==> src/verilog/nbw_pkg.sv <==
// Purpose: Shared constants for the NAND busy / write-guard host controller
// Assumes: 40 MHz sys_clk
// Notes:   Command codes and timing figures used by the host sequencer
package nbw_pkg;

   // ----------------------------------------------------------------
   // Commands
   // ----------------------------------------------------------------
   localparam logic [7:0] CMD_STATUS   = 8'h70;
   localparam logic [7:0] CMD_PROG_SET = 8'h80;
   localparam logic [7:0] CMD_PROG_GO  = 8'h10;
   localparam logic [7:0] CMD_ERAS_SET = 8'h60;
   localparam logic [7:0] CMD_ERAS_GO  = 8'hD0;
   localparam logic [7:0] CMD_READ_SET = 8'h00;
   localparam logic [7:0] CMD_READ_GO  = 8'h30;

   // Status bit that reports ready
   localparam int STATUS_READY_BIT = 6;

   // ----------------------------------------------------------------
   // Timing
   // ----------------------------------------------------------------
   localparam int CLK_MHZ        = 40;
   localparam int STROBE_NS      = 50;
   localparam int STROBE_CYC     = (STROBE_NS * CLK_MHZ + 999) / 1000;
   // Settle time between command write and first busy sample
   localparam int WB_NS          = 100;
   localparam int WB_CYC         = (WB_NS * CLK_MHZ + 999) / 1000;
   localparam int CNT_W          = 8;

   // Operation kinds
   localparam logic [1:0] OP_READ  = 2'd0;
   localparam logic [1:0] OP_PROG  = 2'd1;
   localparam logic [1:0] OP_ERASE = 2'd2;
   localparam logic [1:0] OP_POLL  = 2'd3;

endpackage : nbw_pkg
==> src/verilog/nbw_byte_strobe.sv <==
// Purpose: Drives one command/address byte onto the bus with a write strobe
// Assumes: Bus owned by this module while busy
// Notes:   Strobe low for STROBE_CYC, then high for STROBE_CYC
module nbw_byte_strobe
   import nbw_pkg::*;
(
   input  wire logic       sys_clk,
   input  wire logic       rstn,
   input  wire logic       start,
   input  wire logic [7:0] byteIn,
   output logic            weN,
   output logic [7:0]      dataOut,
   output logic            done
);

   logic [CNT_W-1:0] cnt_q, cnt_d;
   logic             run_q, run_d;
   logic             weN_q, weN_d;
   logic [7:0]       dat_q, dat_d;
   logic             done_q, done_d;

   // Two-phase strobe sequencing
   always_comb
   begin
      cnt_d  = cnt_q;
      run_d  = run_q;
      weN_d  = weN_q;
      dat_d  = dat_q;
      done_d = 1'b0;
      if (!run_q && start)
      begin
         run_d = 1'b1;
         weN_d = 1'b0;
         dat_d = byteIn;
         cnt_d = CNT_W'(2 * STROBE_CYC - 1);
      end
      else if (run_q)
      begin
         if (cnt_q == CNT_W'(STROBE_CYC))
            weN_d = 1'b1;   // Rising edge latches the byte in the device
         if (cnt_q == '0)
         begin
            run_d  = 1'b0;
            done_d = 1'b1;
         end
         else
            cnt_d = cnt_q - 1'b1;
      end
   end

   always_ff @(posedge sys_clk or negedge rstn)
   begin
      if (!rstn)
      begin
         cnt_q  <= '0;
         run_q  <= 1'b0;
         weN_q  <= 1'b1;
         dat_q  <= 8'h00;
         done_q <= 1'b0;
      end
      else
      begin
         cnt_q  <= cnt_d;
         run_q  <= run_d;
         weN_q  <= weN_d;
         dat_q  <= dat_d;
         done_q <= done_d;
      end
   end

   assign weN     = weN_q;
   assign dataOut = dat_q;
   assign done    = done_q;

endmodule // nbw_byte_strobe

==> src/verilog/nbw_host.sv <==
// What this block does
// [RULE1] Device goes busy after program/erase command
// [RULE2] Device goes busy after read address load
// [RULE3] Device returns ready when operation completes
// [RULE4] Shared open-drain line: any low means busy
// [RULE5] Device initializes once supply is adequate
// [RULE6] Device busy throughout power-up initialization
// [RULE7] Only status command during initialization
// [RULE8] Never assert write-protect while device busy
// [RULE9] Hold write-protect high until program finishes
// [RULE10] Hold write-protect high until erase finishes
// [RULE11] Write-protect guards data at power transitions
// [RULE12] Status bit six polling replaces busy pin
// [RULE13] Protected device refuses program and erase
//
// Purpose: Host sequencer that issues read/program/erase/status commands to a
//          NAND device, tracks its ready/busy line and drives write-protect.
// Assumes: Inputs synchronous to sys_clk; address bytes are sent as zero, data phase not covered here.
// Notes:   Command byte goes out through nbw_byte_strobe.
module nbw_host
   import nbw_pkg::*;
#(
   parameter int ADDR_BYTES = 5
)
(
   input  wire logic       sys_clk,
   input  wire logic       rstn,
   input  wire logic       opStart,
   input  wire logic [1:0] opKind,
   input  wire logic       usePoll,
   input  wire logic       rbIn,
   input  wire logic [7:0] ioIn,
   output logic [7:0]      ioOut,
   output logic            ioOe,
   output logic            cleOut,
   output logic            aleOut,
   output logic            weNOut,
   output logic            reNOut,
   output logic            wpNOut,
   output logic            opDone,
   output logic            opBusy,
   output logic            devReady,
   output logic            opRefused
);

   if (ADDR_BYTES < 1 || ADDR_BYTES > 8)
   begin : gAddrBytesCheck
      $error("ADDR_BYTES out of range");
   end

   // ----------------------------------------------------------------
   // Sequencer states
   // ----------------------------------------------------------------
   typedef enum logic [7:0] {
      ST_INIT  = 8'b0000_0001,
      ST_IDLE  = 8'b0000_0010,
      ST_CMD1  = 8'b0000_0100,
      ST_ADDR  = 8'b0000_1000,
      ST_CMD2  = 8'b0001_0000,
      ST_SETL  = 8'b0010_0000,
      ST_WAIT  = 8'b0100_0000,
      ST_DONE  = 8'b1000_0000
   } nbw_state_t;

   nbw_state_t       st_q, st_d;
   logic [1:0]       kind_q, kind_d;
   logic             poll_q, poll_d;
   logic [3:0]       abyte_q, abyte_d;
   logic [CNT_W-1:0] cnt_q, cnt_d;
   logic             strobeGo;
   logic [7:0]       strobeByte;
   logic             strobeDone;
   logic [7:0]       strobeData;
   logic             strobeWe;
   logic             cle_q, cle_d, ale_q, ale_d, oe_q, oe_d;
   logic             re_q, re_d, wp_q, wp_d;
   logic             done_q, done_d, busy_q, busy_d, ref_q, ref_d, rdy_q, rdy_d;

   // First command of each operation kind
   function automatic logic [7:0] firstCmd(input logic [1:0] k);
      case (k)
         OP_PROG:  firstCmd = CMD_PROG_SET;
         OP_ERASE: firstCmd = CMD_ERAS_SET;
         OP_POLL:  firstCmd = CMD_STATUS;
         default:  firstCmd = CMD_READ_SET;
      endcase
   endfunction

   function automatic logic [7:0] secondCmd(input logic [1:0] k);
      case (k)
         OP_PROG:  secondCmd = CMD_PROG_GO;
         OP_ERASE: secondCmd = CMD_ERAS_GO;
         default:  secondCmd = CMD_READ_GO;
      endcase
   endfunction

   // Device ready: pin high, or status bit six when polling
   function automatic logic isReady(input logic poll, input logic rb, input logic [7:0] io);
      isReady = poll ? io[STATUS_READY_BIT] : rb;
   endfunction

   // ----------------------------------------------------------------
   // Byte strobe engine
   // ----------------------------------------------------------------
   nbw_byte_strobe u_strobe (
      .sys_clk (sys_clk),
      .rstn    (rstn),
      .start   (strobeGo),
      .byteIn  (strobeByte),
      .weN     (strobeWe),
      .dataOut (strobeData),
      .done    (strobeDone)
   );

   // Byte to present for the current phase; address bytes are zero here
   always_comb
   begin
      strobeByte = 8'h00;
      // A byte is launched only in the first cycle of its phase
      strobeGo   = (st_q == ST_CMD1 || st_q == ST_ADDR || st_q == ST_CMD2) && (cnt_q == '0);
      case (st_q)
         ST_CMD1: strobeByte = firstCmd(kind_q);
         ST_CMD2: strobeByte = secondCmd(kind_q);
         default: strobeByte = 8'h00;
      endcase
   end

   // Next-state logic for the sequencer
   always_comb
   begin
      st_d    = st_q;
      kind_d  = kind_q;
      poll_d  = poll_q;
      abyte_d = abyte_q;
      cnt_d   = cnt_q;
      cle_d   = 1'b0;
      ale_d   = 1'b0;
      oe_d    = 1'b0;
      re_d    = 1'b1;
      wp_d    = wp_q;
      done_d  = 1'b0;
      ref_d   = 1'b0;
      busy_d  = busy_q;
      // [RULE4] Wired line sampling
      rdy_d   = rbIn;
      case (st_q)
         // [RULE6] Wait out power-up busy
         ST_INIT:
         begin
            busy_d = 1'b1;
            // [RULE11] Protect during power-up
            wp_d   = 1'b0;
            // [RULE5] Begin once line released
            if (rbIn)
            begin
               st_d   = ST_IDLE;
               busy_d = 1'b0;
            end
            // [RULE7] Only status allowed here
            else if (opStart && opKind != OP_POLL)
               ref_d = 1'b1;
         end
         ST_IDLE:
         begin
            wp_d = 1'b0;  // Protected whenever nothing is being written
            if (opStart)
            begin
               kind_d = opKind;
               poll_d = usePoll;
               cnt_d  = '0;
               busy_d = 1'b1;
               // [RULE9] Unprotect before program
               // [RULE10] Unprotect before erase
               if (opKind == OP_PROG || opKind == OP_ERASE)
                  wp_d = 1'b1;
               abyte_d = (opKind == OP_ERASE) ? 4'd3 : 4'(ADDR_BYTES);
               st_d    = ST_CMD1;
            end
         end
         ST_CMD1:
         begin
            cle_d = 1'b1;
            oe_d  = 1'b1;
            cnt_d = CNT_W'(1);
            if (strobeDone)
            begin
               cnt_d = '0;
               st_d  = (kind_q == OP_POLL) ? ST_SETL : ST_ADDR;
            end
         end
         ST_ADDR:
         begin
            ale_d = 1'b1;
            oe_d  = 1'b1;
            cnt_d = CNT_W'(1);
            if (strobeDone)
            begin
               cnt_d   = '0;
               abyte_d = abyte_q - 4'd1;
               if (abyte_q == 4'd1)
                  st_d = ST_CMD2;
            end
         end
         ST_CMD2:
         begin
            cle_d = 1'b1;
            oe_d  = 1'b1;
            cnt_d = CNT_W'(1);
            if (strobeDone)
            begin
               // [RULE1] [RULE2] Busy follows confirm byte
               cnt_d = CNT_W'(WB_CYC);
               st_d  = ST_SETL;
            end
         end
         ST_SETL:
         begin
            // Device needs time to pull the line low before it means anything
            if (cnt_q == '0)
               st_d = ST_WAIT;
            else
               cnt_d = cnt_q - 1'b1;
         end
         ST_WAIT:
         begin
            re_d = !poll_q;  // Status byte read with read strobe held low
            // [RULE3] [RULE12] Done on ready; bus trusted only once read strobe is low
            if (isReady(poll_q, rbIn, ioIn) && (!poll_q || !re_q))
               st_d = ST_DONE;
         end
         ST_DONE:
         begin
            // [RULE8] Assert protect (write-protect low) only after ready
            wp_d   = 1'b0;
            busy_d = 1'b0;
            done_d = 1'b1;
            // [RULE13] Protected device stays ready
            st_d   = ST_IDLE;
         end
         default: st_d = ST_INIT;
      endcase
   end

   always_ff @(posedge sys_clk or negedge rstn)
   begin
      if (!rstn)
      begin
         st_q    <= ST_INIT;
         kind_q  <= OP_READ;
         poll_q  <= 1'b0;
         abyte_q <= 4'd0;
         cnt_q   <= '0;
         cle_q   <= 1'b0;
         ale_q   <= 1'b0;
         oe_q    <= 1'b0;
         re_q    <= 1'b1;
         wp_q    <= 1'b0;
         done_q  <= 1'b0;
         busy_q  <= 1'b1;
         ref_q   <= 1'b0;
         rdy_q   <= 1'b0;
      end
      else
      begin
         st_q    <= st_d;
         kind_q  <= kind_d;
         poll_q  <= poll_d;
         abyte_q <= abyte_d;
         cnt_q   <= cnt_d;
         cle_q   <= cle_d;
         ale_q   <= ale_d;
         oe_q    <= oe_d;
         re_q    <= re_d;
         wp_q    <= wp_d;
         done_q  <= done_d;
         busy_q  <= busy_d;
         ref_q   <= ref_d;
         rdy_q   <= rdy_d;
      end
   end

   // Outputs straight from flip-flops (strobe and data from the engine's)
   assign ioOut     = strobeData;
   assign ioOe      = oe_q;
   assign cleOut    = cle_q;
   assign aleOut    = ale_q;
   assign weNOut    = strobeWe;
   assign reNOut    = re_q;
   assign wpNOut    = wp_q;
   assign opDone    = done_q;
   assign opBusy    = busy_q;
   assign devReady  = rdy_q;
   assign opRefused = ref_q;

endmodule // nbw_host

==> config.mk <==
export PLATFORM = sky130hd
export DESIGN_NAME = nbw_host
export DESIGN_NICKNAME = d
export VERILOG_FILES = /design/src/verilog/nbw_pkg.sv /design/src/verilog/nbw_byte_strobe.sv /design/src/verilog/nbw_host.sv
export SDC_FILE = /design/constraint.sdc
export NUM_CORES = 1
export LEC_CHECK = 0
export BUFFER_PORTS_ARGS = -buffer_cell sky130_fd_sc_hd__buf_2
export CORE_MARGIN = 4
export CORE_UTILIZATION = 59
export CTS_CLUSTER_SIZE = 8
export DETAILED_ROUTE_END_ITERATION = 12
export PLACE_DENSITY = 0.81
export SLEW_MARGIN = 20
export SYNTH_ARGS = -nofsm -noshare
export SYNTH_HDL_FRONTEND = slang
export SYNTH_SLANG_ARGS = --single-unit
==> constraint.sdc <==
create_clock -name sys_clk -period 5.6 [get_ports sys_clk]
set_input_delay 1.4 -clock sys_clk [delete_from_list [all_inputs] [get_ports sys_clk]]
set_output_delay 1.4 -clock sys_clk [all_outputs]
set_load 0.01 [all_outputs]
# Word-level counts from Yosys, hierarchy flattened
# Cells that the tools add are included.
[word_totals] mem_count=0 register_bits=51 latch_bits=0 wordCells=127 romBits=0 ram_bits=0
[classes] n_div=0 mux=49 bitwise_logic=0 addsub=3 n_lt_le_gt_ge=0 eq_ne=26 n_mul=0 n_reduce_logical=30 shift=0
[ops] op="$mux W8" count=13
[ops] op="$pmux W8 S8" count=1
[ops] op="$pmux W8 S2" count=2
[ops] op="$pmux W8 S4" count=1
[ops] op="$pmux W8 S3" count=1
[ops] op="$mux W1" count=23
[ops] op="$eq A8 B2 Y1 const B" count=2
[ops] op="$logic_not A8 Y1" count=2
[ops] op="$sub A8 B1 Y8 const B" count=2
[ops] op="$ne A2 B2 Y1 const B" count=6
[ops] op="$ne A2 B1 Y1 const B" count=5
[ops] op="$eq A8 B1 Y1 const B" count=1
[ops] op="$eq A8 B3 Y1 const B" count=1
[ops] op="$eq A8 B4 Y1 const B" count=1
[ops] op="$eq A8 B5 Y1 const B" count=1
[ops] op="$eq A8 B6 Y1 const B" count=1
[ops] op="$eq A8 B7 Y1 const B" count=1
[ops] op="$eq A8 B8 Y1 const B" count=1
[ops] op="$mux W4" count=2
[ops] op="$pmux W4 S2" count=1
[ops] op="$reduce_and A2 Y1" count=4
[ops] op="$reduce_and A8 Y1" count=1
[ops] op="$reduce_bool A2 Y1" count=4
[ops] op="$eq A2 B2 Y1 const B" count=3
[ops] op="other kinds (15)" count=28

# Logic depth before layout (Yosys ltp)
[logic_depth] ltp_word=7 ltp_mapped=8 mapped_depth_nobuf=7

# Hierarchy
# A second synthesis with hierarchy kept.
[unflattened] hier_cells=294 hier_area_um2=2758.9
[modules_own_cells] module="nbw_host" cells_each=195 n_inst=1 area_each_um2=1829.3
[modules_own_cells] module="nbw_byte_strobe" cells_each=99 n_inst=1 area_each_um2=929.6

# Worst setup path before layout
# OpenSTA, ideal clock, no wires.
[synth_path] path_kind="input to register" start="input port rbIn" end="register st_q[4]" arrival_ns=2.609 t_required_ns=5.475 setup_slack_ns=2.866 cell_stages=6 setup_time_ns=0.125 cell_sequence="inv_1 o22ai_1 o22ai_1 or4_4 buf_6 mux2_4"
[synth_via] elab_chain_cells=4
[synth_lines] item="start: declaration" line="nbw_host.sv:31" text="input wire logic rbIn,"
[synth_lines] item="$mux W1" line="nbw_host.sv:99" text="isReady = poll ? io[STATUS_READY_BIT] : rb;"
[synth_lines] item="$logic_and A1 B1 Y1" line="nbw_host.sv:228" text="if (isReady(poll_q, rbIn, ioIn) && (!poll_q || !re_q))"
[synth_lines] item="$ne A2 B2 Y1 (no line)"
[synth_lines] item="$reduce_and A8 Y1 (no line) *"
[synth_lines] item="end signal: assignment" line="nbw_host.sv:265" text="st_q <= st_d;"
[synth_lines] item="end: declaration" line="nbw_host.sv:65" text="nbw_state_t st_q, st_d;"
# Mark *: on every way between the ends. The rest lies on a longest branch, timed or not.
# A chain may end at the register's enable or synchronous reset.

# Final worst setup path
[layout_path] start="register st_q[2]" end="register u_strobe.cnt_q[2]"
[layout_via] elab_chain_cells=7
[layout_lines] item="$eq A8 B3 Y1 / $eq A8 B4 Y1 (equally long branches)" line="nbw_host.sv:120" text="strobeGo = (st_q == ST_CMD1 || st_q == ST_ADDR || st_q == ST_CMD2) && (cnt_q == '0);"
[layout_lines] item="$logic_or A1 B1 Y1" line="nbw_host.sv:120"
[layout_lines] item="$logic_or A1 B1 Y1 *" line="nbw_host.sv:120"
[layout_lines] item="$logic_and A1 B1 Y1 *" line="nbw_host.sv:120"
[layout_lines] item="$logic_and A1 B1 Y1 *" line="nbw_byte_strobe.sv:30" text="if (!run_q && start)"
[layout_lines] item="$ne A2 B1 Y1 (no line) / $reduce_bool A2 Y1 (equally long branches)"
[layout_lines] item="$reduce_and A2 Y1 (no line)"
[layout_lines] item="end signal: assignment" line="nbw_byte_strobe.sv:63" text="cnt_q <= cnt_d;"
[layout_lines] item="end: declaration" line="nbw_byte_strobe.sv:16" text="logic [CNT_W-1:0] cnt_q, cnt_d;"
# Marked as above.

==> results.json <==
{
  "fin_hold_ws_ns": 0.475,
  "drc": 0,
  "drt_iter0_drc": 162,
  "finClkSkew_ns": 0.00891,
  "pre_cts_ws_ns": 2.69,
  "path_cells": "nor4_2 > nand4b_1 > a211oi_2 > mux2_2 > a21oi_1",
  "grtUsageMet2": 0.298,
  "antenna_found_initial": 0,
  "vias": 1902,
  "rows": 23,
  "place_congestion": 0.821,
  "synth-async-reset-ratio": 1.00,
  "routed_via_density": 5.78,
  "io_buffers": 21,
  "status": "finished clean",
  "fmaxAchievable_mhz": 359,
  "postCtsResizedCells": 0,
  "synth_top_area_frac": 0.426,
  "core_area_um2": 4090,
  "max_cap_violations": 0,
  "crit_path_max_fanout": 16,
  "ctsHoldBuffers": 0,
  "postCtsSetupBuffers": 0,
  "period_needed_ns": 2.78,
  "clock_latency_ns": 0.31,
  "clockRootBuffer": "clkbuf_8",
  "dp_hpwl_um": 3520,
  "fill_cells": 339,
  "synth_seq_area_share": 0.467,
  "ys_seq_elements": 47,
  "antenna_cells": 0,
  "clkTransAtPathRegs_ns": 0.09,
  "grt_pass1_wl_um": 8430,
  "cts_tree": "built",
  "critPathKind": "reg -> reg",
  "area_growth_pct": 7.42,
  "stdcell_area_um2": 2720,
  "grt_max_degree": 48,
  "die_h_um": 73.5,
  "htreeDepth": 2,
  "syn_inst": 259,
  "ir_drop_v": 0.000311,
  "clock_sinks": 47,
  "max_stage_delay_ns": 0.88,
  "fin_nets": 306,
  "drive_above_1_share": 0.176,
  "cp_data_required_time_ns": 5.79,
  "drtAntennaViolNets": 0,
  "track_usage": 0.200,
  "pwr_density_cell_nw_per_um2": 500,
  "clockBufferDepth": 2,
  "die_w_um": 73.5,
  "worstSetupStartpointType": "flop",
  "hp-class": "reg -> reg",
  "gr-total-overflow": 0,
  "cp_top_family": "simple AND/OR/NAND/NOR gates",
  "initial_core_util": 0.619,
  "io_pins": 33,
  "postPlaceCellArea_um2": 2620,
  "grtUsageMet3": 0.0397,
  "worstSetupEndpointType": "flop",
  "grt_util_met1": 0.293,
  "finalPower_mw": 1.36,
  "worstMarginPinSlew_ns": 0.953,
  "yosysTopAreaCell": "dfrtp_1",
  "finalHoldViolCount": 0,
  "dieArea_um2": 5400,
  "cp.arrival_ns": 2.97,
  "crit_slowest_cell": "a211oi_2",
  "synthesis.area_um2": 2530,
  "avgSynthCellArea_um2": 9.76,
  "grt_pass1_vias": 1802,
  "power.leakage_nw": 1.31,
  "first_pass_iters": 4,
  "finalSetupTns_ns": 0,
  "layout_setup_ws_ns": 2.82,
  "grt_most_used_layer": "met2",
  "synth_cell_type_count": 55,
  "wl_um": 4950,
  "slew_violations": 0,
  "maxSlewHeadroom": 0.363,
  "yosys_warnings": 0,
  "synthTopCellsByArea": "dfrtp_1, ha_1, nor2_1",
  "synth_edf_count": 0,
  "rsz0062_at_grt": "false",
  "finalCritPeriodShare": 0.497,
  "setup_viol_count_final": 0,
  "synth_flop_cell": "dfrtp_1",
  "numCtsBuffers": 5,
  "path_buf_inv": 0,
  "wire_per_inst_um": 15.0
}
[final timing paths]
kind | from | to | slack [ns] | cells after the start
worst max-delay path | st_q[2] | u_strobe.cnt_q[2] | 2.82 | 5
worst min register to register | poll_q | reNOut | 0.47 | 1
max in group asynchronous | rstn | u_strobe.weN | 4.13 | 1
min in group asynchronous | rstn | st_q[6] | 1.08 | 1
worst max register to register | st_q[2] | u_strobe.cnt_q[2] | 2.82 | 5
worst min-delay path | poll_q | reNOut | 0.47 | 1
[cell usage after synthesis, types with 2 or more instances]
| master | instances |
|---|---|
| mux2_2 | 2 |
| xor2_1 | 3 |
| and4b_1 | 3 |
| nand4b_1 | 2 |
| xnor2_1 | 5 |
| dfstp_2 | 4 |
| dfrtp_1 | 43 |
| inv_1 | 15 |
| buf_4 | 5 |
| o31ai_1 | 5 |
| a21oi_1 | 17 |
| and3_2 | 2 |
| and3_1 | 3 |
| o21ai_1 | 2 |
| o21ai_0 | 9 |
| buf_6 | 3 |
| buf_2 | 3 |
| nor4_1 | 4 |
| nand3_1 | 8 |
| nand2b_1 | 2 |
| nor2_1 | 32 |
| a31oi_1 | 6 |
| nand2_1 | 19 |
| o22ai_1 | 6 |
| clkbuf_1 | 2 |
| ha_1 | 13 |
| nor3_1 | 8 |
| nor4_2 | 2 |
| or3_1 | 5 |
[power breakdown]
group / internal (mW) / switching, mW / leakage [nW]
logic: 0.241 / 0.344 / 0.660
clock network: 0.0893 / 0.121 / 0.0408
registers: 0.455 / 0.108 / 0.607
[area by class of cell]
type / count / area, µm² / share of cell area
Tap cell: 50 / 62.6 / 0.0230
Clock inverter: 3 / 23.8 / 0.00875
Multi-Input combinational cell: 187 / 1210 / 0.445
Sequential cell: 47 / 1180 / 0.435
Inverter: 15 / 56.3 / 0.0207
Timing Repair Buffer: 22 / 115 / 0.0424
Clock buffer: 5 / 68.8 / 0.0253
[state kept, by name, indices dropped and copies added (netlist names), 2 cells and up]
name	cells
abyte_q	4
cnt_q	8
kind_q	2
st_q	8
u_strobe.cnt_q	8
u_strobe.dataOut	4
[worst reg2reg max path, delay by kind of cell, from the launching register on]
kind             cells  cell delay, ns
flip-flops           1            0.46
AND/OR/NAND/NOR      2            0.97
multiplexers         1            0.30
AO/OA/AOI/OAI        2            0.94
[stage by stage]
step	util	instances
final	0.665	329
after global routing	0.665	329
after CTS	0.664	329
after detailed placement	0.641	321
after global placement	0.641	321
after floorplan	-	262
[placed cells by master (no fill, tap or decap), drive strengths merged, types with 8 or more instances in the layout]
| cell type | n |
|---|---|
| inv | 16 |
| o21ai | 11 |
| buf | 22 |
| nor3 | 8 |
| nand2 | 19 |
| nor2 | 32 |
| dfrtp | 43 |
| nand3 | 8 |
| a21oi | 17 |
| ha | 13 |
[routing by layer]
| metal | vias to the layer above | part of all wire |
|---|---|---|
| met5 | - | 0 |
| met4 | 0 | 0.013 |
| met3 | 7 | 0.045 |
| met2 | 39 | 0.45 |
| met1 | 910 | 0.49 |
| li1 | 946 | - |
[kinds of logic (layout without fill, tap and decap cells)]
group,Yosys count,in the layout,synth area share
other,1,4,0.00148
xor gates and xnor gates,8,8,0.0277
AOI/OAI and AO/OA,55,55,0.136
DFF,47,47,0.467
adders and majority gates,13,13,0.0643
muxes,3,3,0.0148
and+or+nand+nor,104,104,0.229
buffers and inverters,28,45,0.0594
No activity file was read; power rests on OpenSTA's default activity.
